## config.mk

```make
export PLATFORM = sky130hd
export DESIGN_NAME = rxim_regs
export DESIGN_NICKNAME = d
export VERILOG_FILES = /design/src/hdl/rxim_loop_det.v /design/src/hdl/rxim_sig_cos.v /design/src/hdl/rxim_regs.v
export VERILOG_INCLUDE_DIRS = /design/src /design/src/hdl
export SDC_FILE = /design/constraint.sdc
export NUM_CORES = 1
export LEC_CHECK = 0
export ABC_AREA = 1
export ABC_CLOCK_PERIOD_IN_PS = 3100
export BUFFER_PORTS_ARGS = -buffer_cell sky130_fd_sc_hd__buf_2
export CAP_MARGIN = 20
export CORE_UTILIZATION = 35
export DETAILED_ROUTE_END_ITERATION = 8
export PLACE_DENSITY_LB_ADDON = 0.25
export SYNTH_ARGS = -nofsm -noshare
export SYNTH_HDL_FRONTEND = slang
export SYNTH_HIERARCHICAL = 1
export SYNTH_SLANG_ARGS = --single-unit
```

## constraint.sdc

```tcl
create_clock -name aclk -period 3.1 [get_ports aclk]
set_input_delay 0.465 -clock aclk [delete_from_list [all_inputs] [get_ports aclk]]
set_output_delay 0.465 -clock aclk [all_outputs]
set_load 0.05 [all_outputs]
```

## src/hdl/rxim_defs.vh

```
// Purpose: shared constants of the receive interrupt-enable and loop-code
//          register group
// Assumes: included by bare name from every rxim design file
// Notes: register offsets are word indices; byte address is index times 4
`ifndef RXIM_DEFS_VH
`define RXIM_DEFS_VH

// ****************************************
// register indices
// ****************************************
`define RXIM_IDX_FIFO_EN 8'hA4
`define RXIM_IDX_CODE_EN 8'hA6
`define RXIM_IDX_SIG_EN0 8'hA8
`define RXIM_IDX_SIG_EN1 8'hA9
`define RXIM_IDX_SIG_EN2 8'hAA
`define RXIM_IDX_SIG_EN3 8'hAB
`define RXIM_IDX_UP_HI 8'hAC
`define RXIM_IDX_UP_LO 8'hAD
`define RXIM_IDX_DN_HI 8'hAE
`define RXIM_IDX_DN_LO 8'hAF
`define RXIM_IDX_IRQ_STAT 8'hF0
`define RXIM_IDX_IRQ_CLR 8'hF1
`define RXIM_IDX_IRQ_EN 8'hF2

// ****************************************
// field layouts and reset values
// ****************************************
`define RXIM_RST_BYTE 8'h00
`define RXIM_FIFO_MASK 8'h03
`define RXIM_T1_CODE_MASK 8'h3F
`define RXIM_E1_CODE_MASK 8'h03
`define RXIM_FIFO_HWM_BIT 1
`define RXIM_FIFO_NE_BIT 0
`define RXIM_T1_RAI_BIT 5
`define RXIM_T1_AIS_BIT 4
`define RXIM_T1_SLC_BIT 3
`define RXIM_T1_FDL_BIT 2
`define RXIM_T1_BOCC_BIT 1
`define RXIM_T1_BOCD_BIT 0
`define RXIM_E1_SA6_BIT 1
`define RXIM_E1_SAX_BIT 0
`define RXIM_IRQ_W 3
`define RXIM_IRQ_SIG_BIT 0
`define RXIM_IRQ_LUP_BIT 1
`define RXIM_IRQ_LDN_BIT 2
`define RXIM_E1_CH_LO 24

// ****************************************
// bus answers and timing
// ****************************************
`define RXIM_RESP_OKAY 2'b00
`define RXIM_RESP_SLVERR 2'b10
`define RXIM_INTEG_BITS 64
`define RXIM_INTEG_W 8

`endif

```

## src/hdl/rxim_loop_det.v

```verilog
// Purpose: repeating loop-code detector with length select and restart
// Assumes: received bits arrive on aclk with a one-cycle valid strobe
// Notes: pattern is {pat_hi, pat_lo} taken from bit 15 down
`timescale 1ns/10ps
`include "rxim_defs.vh"

module rxim_loop_det #(
  parameter CNT_W = `RXIM_INTEG_W,
  parameter [CNT_W-1:0] INTEG_BITS = `RXIM_INTEG_BITS
)(
  // clock and reset
  input wire aclk,
  input wire aresetn,
  // control
  input wire enable,
  input wire restart,
  input wire [3:0] code_len,
  input wire [7:0] pat_hi,
  input wire [7:0] pat_lo,
  // received stream
  input wire rx_bit,
  input wire rx_bit_valid,
  // result
  output reg detected_reg
);

  reg [3:0] phase_reg;
  reg [CNT_W-1:0] count_reg;
  wire [15:0] pat = {pat_hi, pat_lo};
  // code_len of 0 wraps to a 16-bit code
  wire [3:0] len_m1 = code_len - 4'h1;
  // phase 0 points at bit 7 of the first register
  // short lengths never reach the low bits or the second register
  wire expected = pat[~phase_reg];
  wire at_end = (phase_reg == len_m1);

  // compare bit by bit; a mismatch restarts the count so that only a
  // steady repeat integrates up to detection
  always @(posedge aclk)
  begin
    if (!aresetn || restart || !enable)
    begin
      phase_reg <= 4'h0;
      count_reg <= {CNT_W{1'b0}};
      detected_reg <= 1'b0;
    end
    else if (rx_bit_valid)
    begin
      if (rx_bit == expected)
      begin
        phase_reg <= at_end ? 4'h0 : phase_reg + 4'h1;
        if (count_reg != INTEG_BITS)
          count_reg <= count_reg + {{(CNT_W-1){1'b0}}, 1'b1};
        detected_reg <= (count_reg + {{(CNT_W-1){1'b0}}, 1'b1})
                        >= INTEG_BITS;
      end
      else if (rx_bit == pat[15])
      begin
        // resync: this bit may be the start of the pattern
        phase_reg <= (len_m1 == 4'h0) ? 4'h0 : 4'h1;
        count_reg <= {{(CNT_W-1){1'b0}}, 1'b1};
        detected_reg <= 1'b0;
      end
      else
      begin
        phase_reg <= 4'h0;
        count_reg <= {CNT_W{1'b0}};
        detected_reg <= 1'b0;
      end
    end
  end

endmodule

```

## src/hdl/rxim_sig_cos.v

```verilog
// Purpose: per-channel signaling change-of-state detector
// Assumes: signaling words are updated on aclk with sig_valid
// Notes: first sample after reset only primes the history
`timescale 1ns/10ps
`include "rxim_defs.vh"

module rxim_sig_cos #(
  parameter CH = 32,
  parameter SIG_W = 4
)(
  // clock and reset
  input wire aclk,
  input wire aresetn,
  // signaling input
  input wire sig_valid,
  input wire [CH*SIG_W-1:0] sig_data,
  input wire [CH-1:0] ch_enable,
  // one-cycle change pulse
  output reg change_reg
);

  reg [CH*SIG_W-1:0] prev_reg;
  reg primed_reg;
  wire [CH-1:0] diff;

  // only enabled channels can report a change
  genvar i;
  generate
    for (i = 0; i < CH; i = i + 1)
    begin : g_ch
      assign diff[i] = ch_enable[i] &
        (sig_data[i*SIG_W +: SIG_W] != prev_reg[i*SIG_W +: SIG_W]);
    end
  endgenerate

  // history and pulse
  always @(posedge aclk)
  begin
    if (!aresetn)
    begin
      prev_reg <= {(CH*SIG_W){1'b0}};
      primed_reg <= 1'b0;
      change_reg <= 1'b0;
    end
    else
    begin
      change_reg <= sig_valid & primed_reg & (|diff);
      if (sig_valid)
      begin
        prev_reg <= sig_data;
        primed_reg <= 1'b1;
      end
    end
  end

endmodule

```

## src/hdl/rxim_regs.v

```verilog
// Purpose: receive interrupt-enable and loop-code register group, one port
// Assumes: AXI4-Lite slave, one write and one read at a time, aclk only
// Notes: registers are 8-bit in the low byte of each aligned word
//
// Notes on behaviour
// packet FIFO enable bit 1 gates the above-high-watermark event
// packet FIFO enable bit 0 gates the FIFO not-empty event
// T1 code/link enable: bit 5 remote alarm CI, bit 4 AIS CI
// T1 code/link enable: bit 3 SLC-96, bit 2 data-link full
// T1 code/link enable: bit 1 code clear, bit 0 code detect
// E1 layout at same offset: bit 1 enables Sa6 codeword event
// E1 layout bit 0 enables spare-bit change event
// four per-channel signaling change enables, fourth only in E1
// enabled channel signaling change sets the signaling change flag
// loop-up and loop-down definition registers, 8-bit, reset zero, T1
// writing first up or down definition register restarts integration
// pattern starts at bit 7 of first definition register
// length L below 8 compares only top L bits of first register
// second definition registers ignored for lengths 1 to 7
// loop-up detected while stream carries the loop-up pattern
// loop-down detected while stream carries the loop-down pattern
// interrupt contribution is flag AND its enable bit
// loop-code length comes in from a separate control input
//
// The AXI4-Lite interface to the registers was left to the implementer.
`timescale 1ns/10ps
`include "rxim_defs.vh"

module rxim_regs #(
  parameter ADDR_W = 10,
  parameter CH = 32,
  parameter SIG_W = 4,
  parameter INTEG_BITS = `RXIM_INTEG_BITS
)(
  // clock and reset
  input wire aclk,
  input wire aresetn,
  // axi4-lite write address
  input wire [ADDR_W-1:0] s_axi_awaddr,
  input wire s_axi_awvalid,
  output reg s_axi_awready,
  // axi4-lite write data
  input wire [31:0] s_axi_wdata,
  input wire [3:0] s_axi_wstrb,
  input wire s_axi_wvalid,
  output reg s_axi_wready,
  // axi4-lite write response
  output reg [1:0] s_axi_bresp,
  output reg s_axi_bvalid,
  input wire s_axi_bready,
  // axi4-lite read
  input wire [ADDR_W-1:0] s_axi_araddr,
  input wire s_axi_arvalid,
  output reg s_axi_arready,
  output reg [31:0] s_axi_rdata,
  output reg [1:0] s_axi_rresp,
  output reg s_axi_rvalid,
  input wire s_axi_rready,
  // mode and loop-code length
  input wire e1_mode,
  input wire [3:0] loop_len,
  // received bit stream and signaling
  input wire rx_bit,
  input wire rx_bit_valid,
  input wire sig_valid,
  input wire [CH*SIG_W-1:0] sig_data,
  // latched status flags from the status block
  input wire [1:0] fifo_flags,
  input wire [5:0] code_link_flags,
  // decoded enables
  output reg fifo_high_mark_int_en,
  output reg fifo_nonempty_int_en,
  output reg remote_alarm_ci_int_en,
  output reg alarm_ind_ci_int_en,
  output reg slc_frame_int_en,
  output reg datalink_full_int_en,
  output reg bit_code_clear_int_en,
  output reg bit_code_detect_int_en,
  output reg spare6_codeword_int_en,
  output reg spare_bits_change_int_en,
  // gated contributions
  output reg [1:0] fifo_int_pending,
  output reg [5:0] code_link_int_pending,
  // detector and flag outputs
  output wire loop_up_detected,
  output wire loop_down_detected,
  output reg signaling_change_flag,
  output reg irq
);

  // ****************************************
  // decode helpers
  // ****************************************
  function mapped;
    input [7:0] idx;
    begin
      case (idx)
        `RXIM_IDX_FIFO_EN, `RXIM_IDX_CODE_EN,
        `RXIM_IDX_SIG_EN0, `RXIM_IDX_SIG_EN1,
        `RXIM_IDX_SIG_EN2, `RXIM_IDX_SIG_EN3,
        `RXIM_IDX_UP_HI, `RXIM_IDX_UP_LO,
        `RXIM_IDX_DN_HI, `RXIM_IDX_DN_LO,
        `RXIM_IDX_IRQ_STAT, `RXIM_IDX_IRQ_CLR,
        `RXIM_IDX_IRQ_EN: mapped = 1'b1;
        default: mapped = 1'b0;
      endcase
    end
  endfunction

  // ****************************************
  // storage
  // ****************************************
  reg [7:0] fifo_en_reg;
  reg [7:0] code_en_reg;
  reg [CH-1:0] sig_en_reg;
  reg [7:0] up_hi_reg;
  reg [7:0] up_lo_reg;
  reg [7:0] dn_hi_reg;
  reg [7:0] dn_lo_reg;
  reg [`RXIM_IRQ_W-1:0] irq_stat_reg;
  reg [`RXIM_IRQ_W-1:0] irq_en_reg;
  reg [`RXIM_IRQ_W-1:0] irq_stat_next;
  reg lup_prev_reg;
  reg ldn_prev_reg;

  // write channel holding state
  reg aw_full_reg;
  reg w_full_reg;
  reg [7:0] aw_idx_reg;
  reg [7:0] wdata_reg;
  reg wstrb_reg;

  wire wr_fire = aw_full_reg & w_full_reg & ~s_axi_bvalid;
  wire wr_ok = wr_fire & mapped(aw_idx_reg);
  wire wr_byte = wr_ok & wstrb_reg;
  wire [7:0] code_mask = e1_mode ? `RXIM_E1_CODE_MASK : `RXIM_T1_CODE_MASK;
  wire [7:0] ar_idx = s_axi_araddr[9:2];
  wire sig_change;

  // ****************************************
  // axi4-lite write path
  // ****************************************
  // address and data are caught in either order; ready stays low from
  // capture until the response is taken, which limits us to one write
  always @(posedge aclk)
  begin
    if (!aresetn)
    begin
      s_axi_awready <= 1'b1;
      s_axi_wready <= 1'b1;
      s_axi_bvalid <= 1'b0;
      s_axi_bresp <= `RXIM_RESP_OKAY;
      aw_full_reg <= 1'b0;
      w_full_reg <= 1'b0;
      aw_idx_reg <= 8'h00;
      wdata_reg <= 8'h00;
      wstrb_reg <= 1'b0;
    end
    else
    begin
      if (s_axi_awvalid && s_axi_awready)
      begin
        aw_idx_reg <= s_axi_awaddr[9:2];
        aw_full_reg <= 1'b1;
        s_axi_awready <= 1'b0;
      end
      if (s_axi_wvalid && s_axi_wready)
      begin
        wdata_reg <= s_axi_wdata[7:0];
        wstrb_reg <= s_axi_wstrb[0];
        w_full_reg <= 1'b1;
        s_axi_wready <= 1'b0;
      end
      if (wr_fire)
      begin
        aw_full_reg <= 1'b0;
        w_full_reg <= 1'b0;
        s_axi_bvalid <= 1'b1;
        s_axi_bresp <= mapped(aw_idx_reg) ? `RXIM_RESP_OKAY
                                          : `RXIM_RESP_SLVERR;
      end
      if (s_axi_bvalid && s_axi_bready)
      begin
        s_axi_bvalid <= 1'b0;
        s_axi_awready <= 1'b1;
        s_axi_wready <= 1'b1;
      end
    end
  end

  // ****************************************
  // register writes
  // ****************************************
  // loop-code registers are kept even in E1 so a mode flip loses nothing
  always @(posedge aclk)
  begin
    if (!aresetn)
    begin
      fifo_en_reg <= `RXIM_RST_BYTE;
      code_en_reg <= `RXIM_RST_BYTE;
      sig_en_reg <= {CH{1'b0}};
      up_hi_reg <= `RXIM_RST_BYTE;
      up_lo_reg <= `RXIM_RST_BYTE;
      dn_hi_reg <= `RXIM_RST_BYTE;
      dn_lo_reg <= `RXIM_RST_BYTE;
      irq_en_reg <= {`RXIM_IRQ_W{1'b0}};
    end
    else if (wr_byte)
    begin
      case (aw_idx_reg)
        `RXIM_IDX_FIFO_EN: fifo_en_reg <= wdata_reg & `RXIM_FIFO_MASK;
        // the T1 and E1 layouts share one offset
        `RXIM_IDX_CODE_EN: code_en_reg <= wdata_reg & code_mask;
        `RXIM_IDX_SIG_EN0: sig_en_reg[7:0] <= wdata_reg;
        `RXIM_IDX_SIG_EN1: sig_en_reg[15:8] <= wdata_reg;
        `RXIM_IDX_SIG_EN2: sig_en_reg[23:16] <= wdata_reg;
        `RXIM_IDX_SIG_EN3: sig_en_reg[31:24] <= wdata_reg;
        `RXIM_IDX_UP_HI: up_hi_reg <= wdata_reg;
        `RXIM_IDX_UP_LO: up_lo_reg <= wdata_reg;
        `RXIM_IDX_DN_HI: dn_hi_reg <= wdata_reg;
        `RXIM_IDX_DN_LO: dn_lo_reg <= wdata_reg;
        `RXIM_IDX_IRQ_EN: irq_en_reg <= wdata_reg[`RXIM_IRQ_W-1:0];
        default: fifo_en_reg <= fifo_en_reg;
      endcase
    end
  end

  // ****************************************
  // axi4-lite read path
  // ****************************************
  // the clear register is write-only and reads zero; reads have no side
  // effect, so a repeated read is always safe
  always @(posedge aclk)
  begin
    if (!aresetn)
    begin
      s_axi_arready <= 1'b1;
      s_axi_rvalid <= 1'b0;
      s_axi_rdata <= 32'h00000000;
      s_axi_rresp <= `RXIM_RESP_OKAY;
    end
    else if (s_axi_arvalid && s_axi_arready)
    begin
      s_axi_arready <= 1'b0;
      s_axi_rvalid <= 1'b1;
      s_axi_rresp <= mapped(ar_idx) ? `RXIM_RESP_OKAY : `RXIM_RESP_SLVERR;
      case (ar_idx)
        `RXIM_IDX_FIFO_EN: s_axi_rdata <= {24'h000000, fifo_en_reg};
        `RXIM_IDX_CODE_EN:
          s_axi_rdata <= {24'h000000, code_en_reg & code_mask};
        `RXIM_IDX_SIG_EN0: s_axi_rdata <= {24'h000000, sig_en_reg[7:0]};
        `RXIM_IDX_SIG_EN1: s_axi_rdata <= {24'h000000, sig_en_reg[15:8]};
        `RXIM_IDX_SIG_EN2: s_axi_rdata <= {24'h000000, sig_en_reg[23:16]};
        `RXIM_IDX_SIG_EN3: s_axi_rdata <= {24'h000000, sig_en_reg[31:24]};
        `RXIM_IDX_UP_HI: s_axi_rdata <= {24'h000000, up_hi_reg};
        `RXIM_IDX_UP_LO: s_axi_rdata <= {24'h000000, up_lo_reg};
        `RXIM_IDX_DN_HI: s_axi_rdata <= {24'h000000, dn_hi_reg};
        `RXIM_IDX_DN_LO: s_axi_rdata <= {24'h000000, dn_lo_reg};
        `RXIM_IDX_IRQ_STAT:
          s_axi_rdata <= {29'h00000000, irq_stat_reg};
        `RXIM_IDX_IRQ_EN:
          s_axi_rdata <= {29'h00000000, irq_en_reg};
        default: s_axi_rdata <= 32'h00000000;
      endcase
    end
    else if (s_axi_rvalid && s_axi_rready)
    begin
      s_axi_rvalid <= 1'b0;
      s_axi_arready <= 1'b1;
    end
  end

  // ****************************************
  // detectors
  // ****************************************
  // loop detectors only run in T1; the length comes from outside
  rxim_loop_det #(
    .CNT_W(`RXIM_INTEG_W),
    .INTEG_BITS(INTEG_BITS[`RXIM_INTEG_W-1:0])
  ) u_up_det (
    .aclk(aclk),
    .aresetn(aresetn),
    .enable(~e1_mode),
    .restart(wr_byte && (aw_idx_reg == `RXIM_IDX_UP_HI)),
    .code_len(loop_len),
    .pat_hi(up_hi_reg),
    .pat_lo(up_lo_reg),
    .rx_bit(rx_bit),
    .rx_bit_valid(rx_bit_valid),
    .detected_reg(loop_up_detected)
  );

  rxim_loop_det #(
    .CNT_W(`RXIM_INTEG_W),
    .INTEG_BITS(INTEG_BITS[`RXIM_INTEG_W-1:0])
  ) u_dn_det (
    .aclk(aclk),
    .aresetn(aresetn),
    .enable(~e1_mode),
    .restart(wr_byte && (aw_idx_reg == `RXIM_IDX_DN_HI)),
    .code_len(loop_len),
    .pat_hi(dn_hi_reg),
    .pat_lo(dn_lo_reg),
    .rx_bit(rx_bit),
    .rx_bit_valid(rx_bit_valid),
    .detected_reg(loop_down_detected)
  );

  // channels 25 to 32 only count in E1
  rxim_sig_cos #(
    .CH(CH),
    .SIG_W(SIG_W)
  ) u_sig_cos (
    .aclk(aclk),
    .aresetn(aresetn),
    .sig_valid(sig_valid),
    .sig_data(sig_data),
    .ch_enable({sig_en_reg[CH-1:`RXIM_E1_CH_LO] &
                {(CH-`RXIM_E1_CH_LO){e1_mode}},
                sig_en_reg[`RXIM_E1_CH_LO-1:0]}),
    .change_reg(sig_change)
  );

  // ****************************************
  // sticky status and interrupt
  // ****************************************
  // a new event in the clearing cycle survives: set wins over clear
  always @*
  begin
    irq_stat_next = irq_stat_reg;
    if (wr_byte && (aw_idx_reg == `RXIM_IDX_IRQ_CLR))
      irq_stat_next = irq_stat_next & ~wdata_reg[`RXIM_IRQ_W-1:0];
    if (sig_change)
      irq_stat_next[`RXIM_IRQ_SIG_BIT] = 1'b1;
    if (loop_up_detected && !lup_prev_reg)
      irq_stat_next[`RXIM_IRQ_LUP_BIT] = 1'b1;
    if (loop_down_detected && !ldn_prev_reg)
      irq_stat_next[`RXIM_IRQ_LDN_BIT] = 1'b1;
  end

  always @(posedge aclk)
  begin
    if (!aresetn)
    begin
      irq_stat_reg <= {`RXIM_IRQ_W{1'b0}};
      lup_prev_reg <= 1'b0;
      ldn_prev_reg <= 1'b0;
      signaling_change_flag <= 1'b0;
      irq <= 1'b0;
    end
    else
    begin
      irq_stat_reg <= irq_stat_next;
      lup_prev_reg <= loop_up_detected;
      ldn_prev_reg <= loop_down_detected;
      signaling_change_flag <= irq_stat_next[`RXIM_IRQ_SIG_BIT];
      irq <= |(irq_stat_next & irq_en_reg);
    end
  end

  // ****************************************
  // decoded enables and gated contributions
  // ****************************************
  // registered so every output leaves on a flop; costs one cycle of lag
  always @(posedge aclk)
  begin
    if (!aresetn)
    begin
      fifo_high_mark_int_en <= 1'b0;
      fifo_nonempty_int_en <= 1'b0;
      remote_alarm_ci_int_en <= 1'b0;
      alarm_ind_ci_int_en <= 1'b0;
      slc_frame_int_en <= 1'b0;
      datalink_full_int_en <= 1'b0;
      bit_code_clear_int_en <= 1'b0;
      bit_code_detect_int_en <= 1'b0;
      spare6_codeword_int_en <= 1'b0;
      spare_bits_change_int_en <= 1'b0;
      fifo_int_pending <= 2'b00;
      code_link_int_pending <= 6'h00;
    end
    else
    begin
      fifo_high_mark_int_en <= fifo_en_reg[`RXIM_FIFO_HWM_BIT];
      fifo_nonempty_int_en <= fifo_en_reg[`RXIM_FIFO_NE_BIT];
      remote_alarm_ci_int_en <= ~e1_mode &
                                code_en_reg[`RXIM_T1_RAI_BIT];
      alarm_ind_ci_int_en <= ~e1_mode & code_en_reg[`RXIM_T1_AIS_BIT];
      slc_frame_int_en <= ~e1_mode & code_en_reg[`RXIM_T1_SLC_BIT];
      datalink_full_int_en <= ~e1_mode & code_en_reg[`RXIM_T1_FDL_BIT];
      bit_code_clear_int_en <= ~e1_mode &
                               code_en_reg[`RXIM_T1_BOCC_BIT];
      bit_code_detect_int_en <= ~e1_mode & code_en_reg[`RXIM_T1_BOCD_BIT];
      spare6_codeword_int_en <= e1_mode &
                                code_en_reg[`RXIM_E1_SA6_BIT];
      spare_bits_change_int_en <= e1_mode &
                                  code_en_reg[`RXIM_E1_SAX_BIT];
      fifo_int_pending <= fifo_flags & fifo_en_reg[1:0];
      code_link_int_pending <= code_link_flags &
                               code_en_reg[5:0] & code_mask[5:0];
    end
  end

endmodule

```

; ---- Word level (Yosys, flattened, before mapping)
; Index checks and enable logic that the tools add are counted.
[totals]
reg_bits = 318
output_inout_bits = 63
[op_classes]
n_addsub = 5
magnitude_cmp = 4
eq_ne = 68
n_mux = 37
bitwise_logic = 60
reduce_logical = 38
[ops]
columns = operator, count
row1 = == test 8 bit (second input constant), 26
row2 = inequality test 4 bit, 32
row3 = one-hot mux 8 bit (12 select lines), 1
row4 = AND 1 bit, 46
row5 = 2-to-1 mux 8 bit, 4
row6 = OR reduction 32 bit, 1
row7 = AND reduction 2 bit, 13
row8 = OR reduction 13 bit, 2
row9 = 2-to-1 mux 4 bit, 6
row10 = 2-to-1 mux 1 bit, 20
row11 = adder 8 x 1 -> 8 bit (second input constant), 2
row12 = AND 8 x 6 -> 8 bit, 2
row13 = >= comparator 8 x 7 -> 1 bit (second input constant), 2
row14 = inequality test 8 x 7 -> 1 bit (second input constant), 2
row15 = AND 6 bit, 2
row16 = logical AND 1 bit, 10
row17 = less-than comparator 4 x 5 -> 1 bit (second input constant), 2
row18 = adder 4 x 1 -> 4 bit (second input constant), 2
row19 = AND 8 bit, 1
row20 = binary-select mux 1 bit (select 4 bit), 2
row21 = == test 4 bit, 2
row22 = NOT 4 bit, 2
row23 = AND 3 bit, 2
row24 = 2-to-1 mux 6 bit, 1
row25 = other kinds (14), 27

; ---- Logic depth before layout (Yosys ltp)
[logic_depth]
depth_word = 10
mapped_depth = 17
depth_no_buf = 14

; ---- Cells and area by module
; Netlist, hierarchy kept.
[by_module_without_submodules]
columns = mod, n_inst, cells_each, area_per_inst_um2
row1 = rxim_sig_cos, 1, 1077, 6756.5
row2 = rxim_regs, 1, 800, 5865.6
row3 = rxim_loop_det, 2, 197, 1273.7

; ---- Worst setup path before layout
; Ideal clock, no wire load.
[synth_path]
path_kind = reg2reg
start = register aw_idx_reg[6]
end = register u_dn_det.count_reg[2]
arrival_ps = 2096
required_ps = 3030
setup_slack_ps = 934
path_stages_with_launch = 18
path_buffers = 3
path_cell_list = dfxtp_1 > inv_1 > nand2_1 > nor2_4 > buf_6 > nand2_1 > nand2_1 > nor2_1 > nand3_2 > nand3_4 > inv_4 > buf_8 > nand3_4 > buf_4 > inv_1 > nor2_1 > inv_1 > a21oi_1
[synth_between]
elab_chain_cells = 8
elab_cells_between_ends = 20
[synth_rtl]
columns = element, line
row1 = start: declaration, rxim_regs.v:129  ; reg [7:0] aw_idx_reg;
row2 = start signal: assignment, rxim_regs.v:163  ; aw_idx_reg <= s_axi_awaddr[9:2];
row3 = == test 8 bit, rxim_regs.v:97  ; case (idx)
row4 = OR reduction 13 bit, rxim_regs.v:97
row5 = 2-to-1 mux 1 bit, rxim_regs.v:97
row6 = AND 1 bit, rxim_regs.v:134  ; wire wr_ok = wr_fire & mapped(aw_idx_reg);
row7 = AND 1 bit, rxim_regs.v:135  ; wire wr_byte = wr_ok & wstrb_reg;
row8 = logical AND 1 bit *, rxim_regs.v:300  ; .restart(wr_byte && (aw_idx_reg == `RXIM_IDX_DN_HI)),
row9 = logical OR 1 bit * (2 in series), rxim_loop_det.v:41  ; if (!aresetn || restart || !enable)
row10 = end signal: assignment, rxim_loop_det.v:44  ; count_reg <= {CNT_W{1'b0}};
row11 = end signal: assignment, rxim_loop_det.v:53  ; count_reg <= count_reg + {{(CNT_W-1){1'b0}}, 1'b1};
row12 = end signal: assignment, rxim_loop_det.v:61  ; count_reg <= {{(CNT_W-1){1'b0}}, 1'b1};
row13 = end: declaration, rxim_loop_det.v:28  ; reg [CNT_W-1:0] count_reg;
; Mark *: on every way between the ends. The rest lies on a longest branch, timed or not.
; A chain may end at the register's enable or synchronous reset.

; ---- Final worst setup path
[layout_path]
start = register aw_idx_reg[1]
end = register u_dn_det.phase_reg[2]
[layout_between]
elab_chain_cells = 8
elab_cells_between_ends = 20
[layout_rtl]
columns = element, line
row1 = == test 8 bit, rxim_regs.v:97
row2 = OR reduction 13 bit, rxim_regs.v:97
row3 = 2-to-1 mux 1 bit, rxim_regs.v:97
row4 = AND 1 bit, rxim_regs.v:134
row5 = AND 1 bit, rxim_regs.v:135
row6 = logical AND 1 bit *, rxim_regs.v:300
row7 = logical OR 1 bit * (2 in series), rxim_loop_det.v:41
row8 = end signal: assignment, rxim_loop_det.v:51  ; phase_reg <= at_end ? 4'h0 : phase_reg + 4'h1;
row9 = end signal: assignment, rxim_loop_det.v:60  ; phase_reg <= (len_m1 == 4'h0) ? 4'h0 : 4'h1;
row10 = end: declaration, rxim_loop_det.v:27  ; reg [3:0] phase_reg;
; Marked as above.

==> impl.org <==
** Status
- Outcome :: completed

** STA
- Crit share post-route :: 85.1%
- The worst path in the final design needs a cycle of 2640 ps, including I/O delays and setup.
- Hold is met by 123 ps.
- Relative slew slack :: 29.5%
- For the pin with the worst max-slew slack, the measured transition is 1060 ps.
- For the final database, setup skew stands at 21.6 ps.
- Unrepaired setup endpoints after global routing :: no
- Achievable clock frequency :: 379 MHz
- Setup violations remaining at the end of the flow were counted as 0.
- Setup TNS :: 0 ps
- Max-slew violation total from the final report :: 0
- Setup ws final :: 463 ps
- The count of endpoints failing hold in the final timing report came to 0.

** Critical path
- Critical path startpoint category :: register
- For the worst setup path, the data arrival time is 3100 ps.
- Data required time of the worst path :: 3560 ps
- Launch point of the worst path :: aw_idx_reg[1]
- Number of cells on the critical path :: 14
- Buffers plus inverters on the worst setup path :: 4
- The worst register-to-register path begins at aw_idx_reg[1].
- Critical path's top delay family :: simple AND/OR/NAND/NOR gates
- For this design, the slowest cell found on the critical path is sky130_fd_sc_hd__nor2_1.
- Capturing element type of the critical path :: register
- Walking the worst path, the cells encountered are inv_2 > nand2_1 > nor2_1 > nand2_1 > nand2_1 > nor2_1 > nand3_2 > nand3_4 > inv_4 > nand3_4 > inv_1 > nor2_1 > inv_1 > a21oi_1.
- Largest driver fanout on the critical path :: 17
- For this run, the slowest stage of the critical path takes 500 ps.
- Type of the worst setup path :: register to register
- The number of cells on the worst reg-to-reg path is 14.

** Layout
- Layout overhead on the synthesized area :: 16.8%
- Final cell count without fillers :: 3058
- In the final design database the tool counted 2663 nets.
- Area of all placed cells without fillers :: 17700 sq um
- Most common cell after layout, fill and taps aside :: sky130_fd_sc_hd__nand2_1
- Share of post-route cells with drive strength above 1 :: 14.8%
- The register with the most flip-flops in the layout has 128 of them.
- Top library cells by usage in the layout, fill and taps aside :: sky130_fd_sc_hd__nand2_1, sky130_fd_sc_hd__inv_1, sky130_fd_sc_hd__nor2_1, sky130_fd_sc_hd__dfxtp_1, sky130_fd_sc_hd__a21oi_1
- Cells fill 41.9% of the core in the end.
- The filler cells instantiated in the layout total 4429.

** Global routing
- Global routing used 25.0% of the available met1 tracks.
- Met2 track demand over resource :: 32.1%
- GR met3 Demand/Resource :: 3.81%
- The initial antenna violation count came to 9.
- met2 is the most crowded layer.
- Global-route congestion overflow total :: 0
- All-layer global routing usage :: 19.3%
- The first global-routing pass estimated 68.4 mm of wire.
- Maximum number of pins on one net before global-route repair :: 207
- Via count of the first global-routing pass :: 13400

** Yosys
- The top cell type by area accounts for 38.1% of the synthesized area.
- The biggest area contributor in the post-synthesis netlist is sky130_fd_sc_hd__dfxtp_1.
- Library cells used by synthesis :: 47
- Mapped Area :: 15200 sq um
- Async set-or-reset flop fraction in the synthesized netlist :: 0%
- Mean instance size in the synthesized netlist :: 6.68 sq um
- Syn Inst Count :: 2271
- Post-synth EDFFs :: 0
- Most frequently used flop master after synthesis :: sky130_fd_sc_hd__dfxtp_1
- The synthesized design contains 289 register bits.
- The share of the Yosys chip area taken by registers is 38.1%.
- For this run, the number of Yosys warnings is 6.
- By area the synthesized netlist is led by sky130_fd_sc_hd__dfxtp_1, sky130_fd_sc_hd__nand2_1, sky130_fd_sc_hd__inv_1.

** Drt
- Via density per instance :: 4.71
- The detail route stage leaves a number of antenna-violating nets equal to 0.
- Routed wire length :: 43.0 mm
- Number of violations reported at the end of detailed-routing iteration 0 :: 926
- The first TritonRoute pass finished after 5 iterations.
- DRC errors left :: 0
- After detailed routing, the average wire length per cell comes to 14.0 um.
- The detailed router placed 14400 vias in this run.

** Clock network
- Post-CTS setup repair buffer count :: 0
- Hold_buf cts :: 0
- Clock slew at reported path FFs :: 60 ps
- CTS built an H-tree with a depth of 2.
- Total CTS buffers :: 36
- Worst skew pair latency :: 550 ps
- The tree is rooted in a sky130_fd_sc_hd__clkbuf_16.
- Clock tree buffer depth :: 3
- TritonCTS built the clock tree.
- In this run, post-CTS repair resized a total of 0 instances.
- Clock net sink count :: 289

** Die
- The die covers 44200 sq um.
- The die is 210 um tall.
- Row generation in the floorplan step produced 75 rows.
- IO Pins :: 270
- Horizontal die dimension :: 210 um
- Core ar. :: 42300 sq um
- The initial utilization of the core area, before any placement, comes to 35.8%.

** Placement
- Placed cell count :: 2985
- Detailed placement ended at an HPWL of 31.0 mm.
- Summing all placed instances gives a cell area of 16500 sq um.
- Buffers placed on the I/O ports in this run total 212.
- Post-Place Worst Slack :: 512 ps
- The congestion estimate from routability-driven global placement came to 0.901.

** Job
- Max-cap violations :: 0

** Power and ir drop
- For this design the static power due to leakage is 8.44 nW.
- In this run the power density over the cells is 533 nW/um^2.
- Power Total :: 9.45 mW
- Maximum ir drop on the vdd rail :: 0.361 mV

** Hold path
- Count of cells along the worst hold path :: 2
- In this run the worst hold path is classified as primary input to register.
- Hold Path Origin :: code_link_flags[5]
[per-layer routing]
layer / vias up / share of wire (%)
met5: - / 0.054
met4: 4 / 2.2
met3: 66 / 5.6
met2: 329 / 47
met1: 6554 / 45
li1: 7440 / -
[final cells by class]
type / count / area, sq um / share of cell area (%)
Antenna cell: 9 / 22.5 / 0.127
Clock buffer: 50 / 1040 / 5.90
Clock inverter: 14 / 194 / 1.09
Inverter: 335 / 1260 / 7.11
Multi-Input combinational cell: 1565 / 7560 / 42.7
Sequential cell: 289 / 5790 / 32.7
Tap cell: 577 / 722 / 4.07
Timing Repair Buffer: 219 / 1130 / 6.38
[power by group]
group / switching [mW] / total, mW / internal, mW
combinational: 0.679 / 1.03 / 0.350
sequential: 0.138 / 4.01 / 3.87
clock: 1.71 / 4.41 / 2.70
total: 2.52 / 9.45 / 6.92
[worst paths after layout]
path / to / slack, ps
max: u_dn_det/phase_reg[2] / 460
min: code_link_int_pending[5] / 120
max reg2reg: u_dn_det/phase_reg[2] / 460
min reg2reg: u_sig_cos/change_reg / 440
[Yosys cell counts (2+ instances only)]
library cell / n
sky130_fd_sc_hd__a211oi_1: 3
sky130_fd_sc_hd__a21oi_1: 214
sky130_fd_sc_hd__a22o_1: 3
sky130_fd_sc_hd__and3_1: 2
sky130_fd_sc_hd__buf_2: 18
sky130_fd_sc_hd__buf_4: 37
sky130_fd_sc_hd__buf_6: 11
sky130_fd_sc_hd__clkbuf_1: 37
sky130_fd_sc_hd__clkbuf_2: 3
sky130_fd_sc_hd__dfxtp_1: 289
sky130_fd_sc_hd__ha_1: 10
sky130_fd_sc_hd__inv_1: 314
sky130_fd_sc_hd__inv_2: 19
sky130_fd_sc_hd__nand2_1: 541
sky130_fd_sc_hd__nand2_2: 15
sky130_fd_sc_hd__nand2_4: 6
sky130_fd_sc_hd__nand3_1: 65
sky130_fd_sc_hd__nand3_2: 21
sky130_fd_sc_hd__nand3_4: 12
sky130_fd_sc_hd__nand4_1: 19
sky130_fd_sc_hd__nor2_1: 293
sky130_fd_sc_hd__nor2_2: 6
sky130_fd_sc_hd__nor3_1: 11
sky130_fd_sc_hd__nor3_2: 5
sky130_fd_sc_hd__o21a_1: 2
sky130_fd_sc_hd__o21ai_0: 193
sky130_fd_sc_hd__o21ai_1: 18
sky130_fd_sc_hd__o22ai_1: 11
sky130_fd_sc_hd__or2_2: 2
sky130_fd_sc_hd__xnor2_1: 6
sky130_fd_sc_hd__xor2_1: 69
[worst register-to-register path: stages (launching register included)]
cell and delay, ps:
sky130_fd_sc_hd__dfxtp_1 400, sky130_fd_sc_hd__inv_2 60, sky130_fd_sc_hd__nand2_1 170, sky130_fd_sc_hd__nor2_1 90, sky130_fd_sc_hd__nand2_1 60, sky130_fd_sc_hd__nand2_1 50, sky130_fd_sc_hd__nor2_1 130, sky130_fd_sc_hd__nand3_2 130
sky130_fd_sc_hd__nand3_4 120, sky130_fd_sc_hd__inv_4 110, sky130_fd_sc_hd__nand3_4 200, sky130_fd_sc_hd__inv_1 70, sky130_fd_sc_hd__nor2_1 500, sky130_fd_sc_hd__inv_1 250, sky130_fd_sc_hd__a21oi_1 190
[cells by family (layout without fill, tap and decap cells)]
family,count (synthesis),in the layout,share of synthesized area (%)
AOI/OAI and AO/OA,450,450,15.2
xor gates and xnor gates,75,75,4.33
adders and majority gates,10,10,0.825
buffers and inverters,442,618,12.7
DFF,289,289,38.1
other,1,35,0.0247
and+or+nand+nor,1004,1004,28.8
Note: power is estimated with default switching activity, not from simulation.
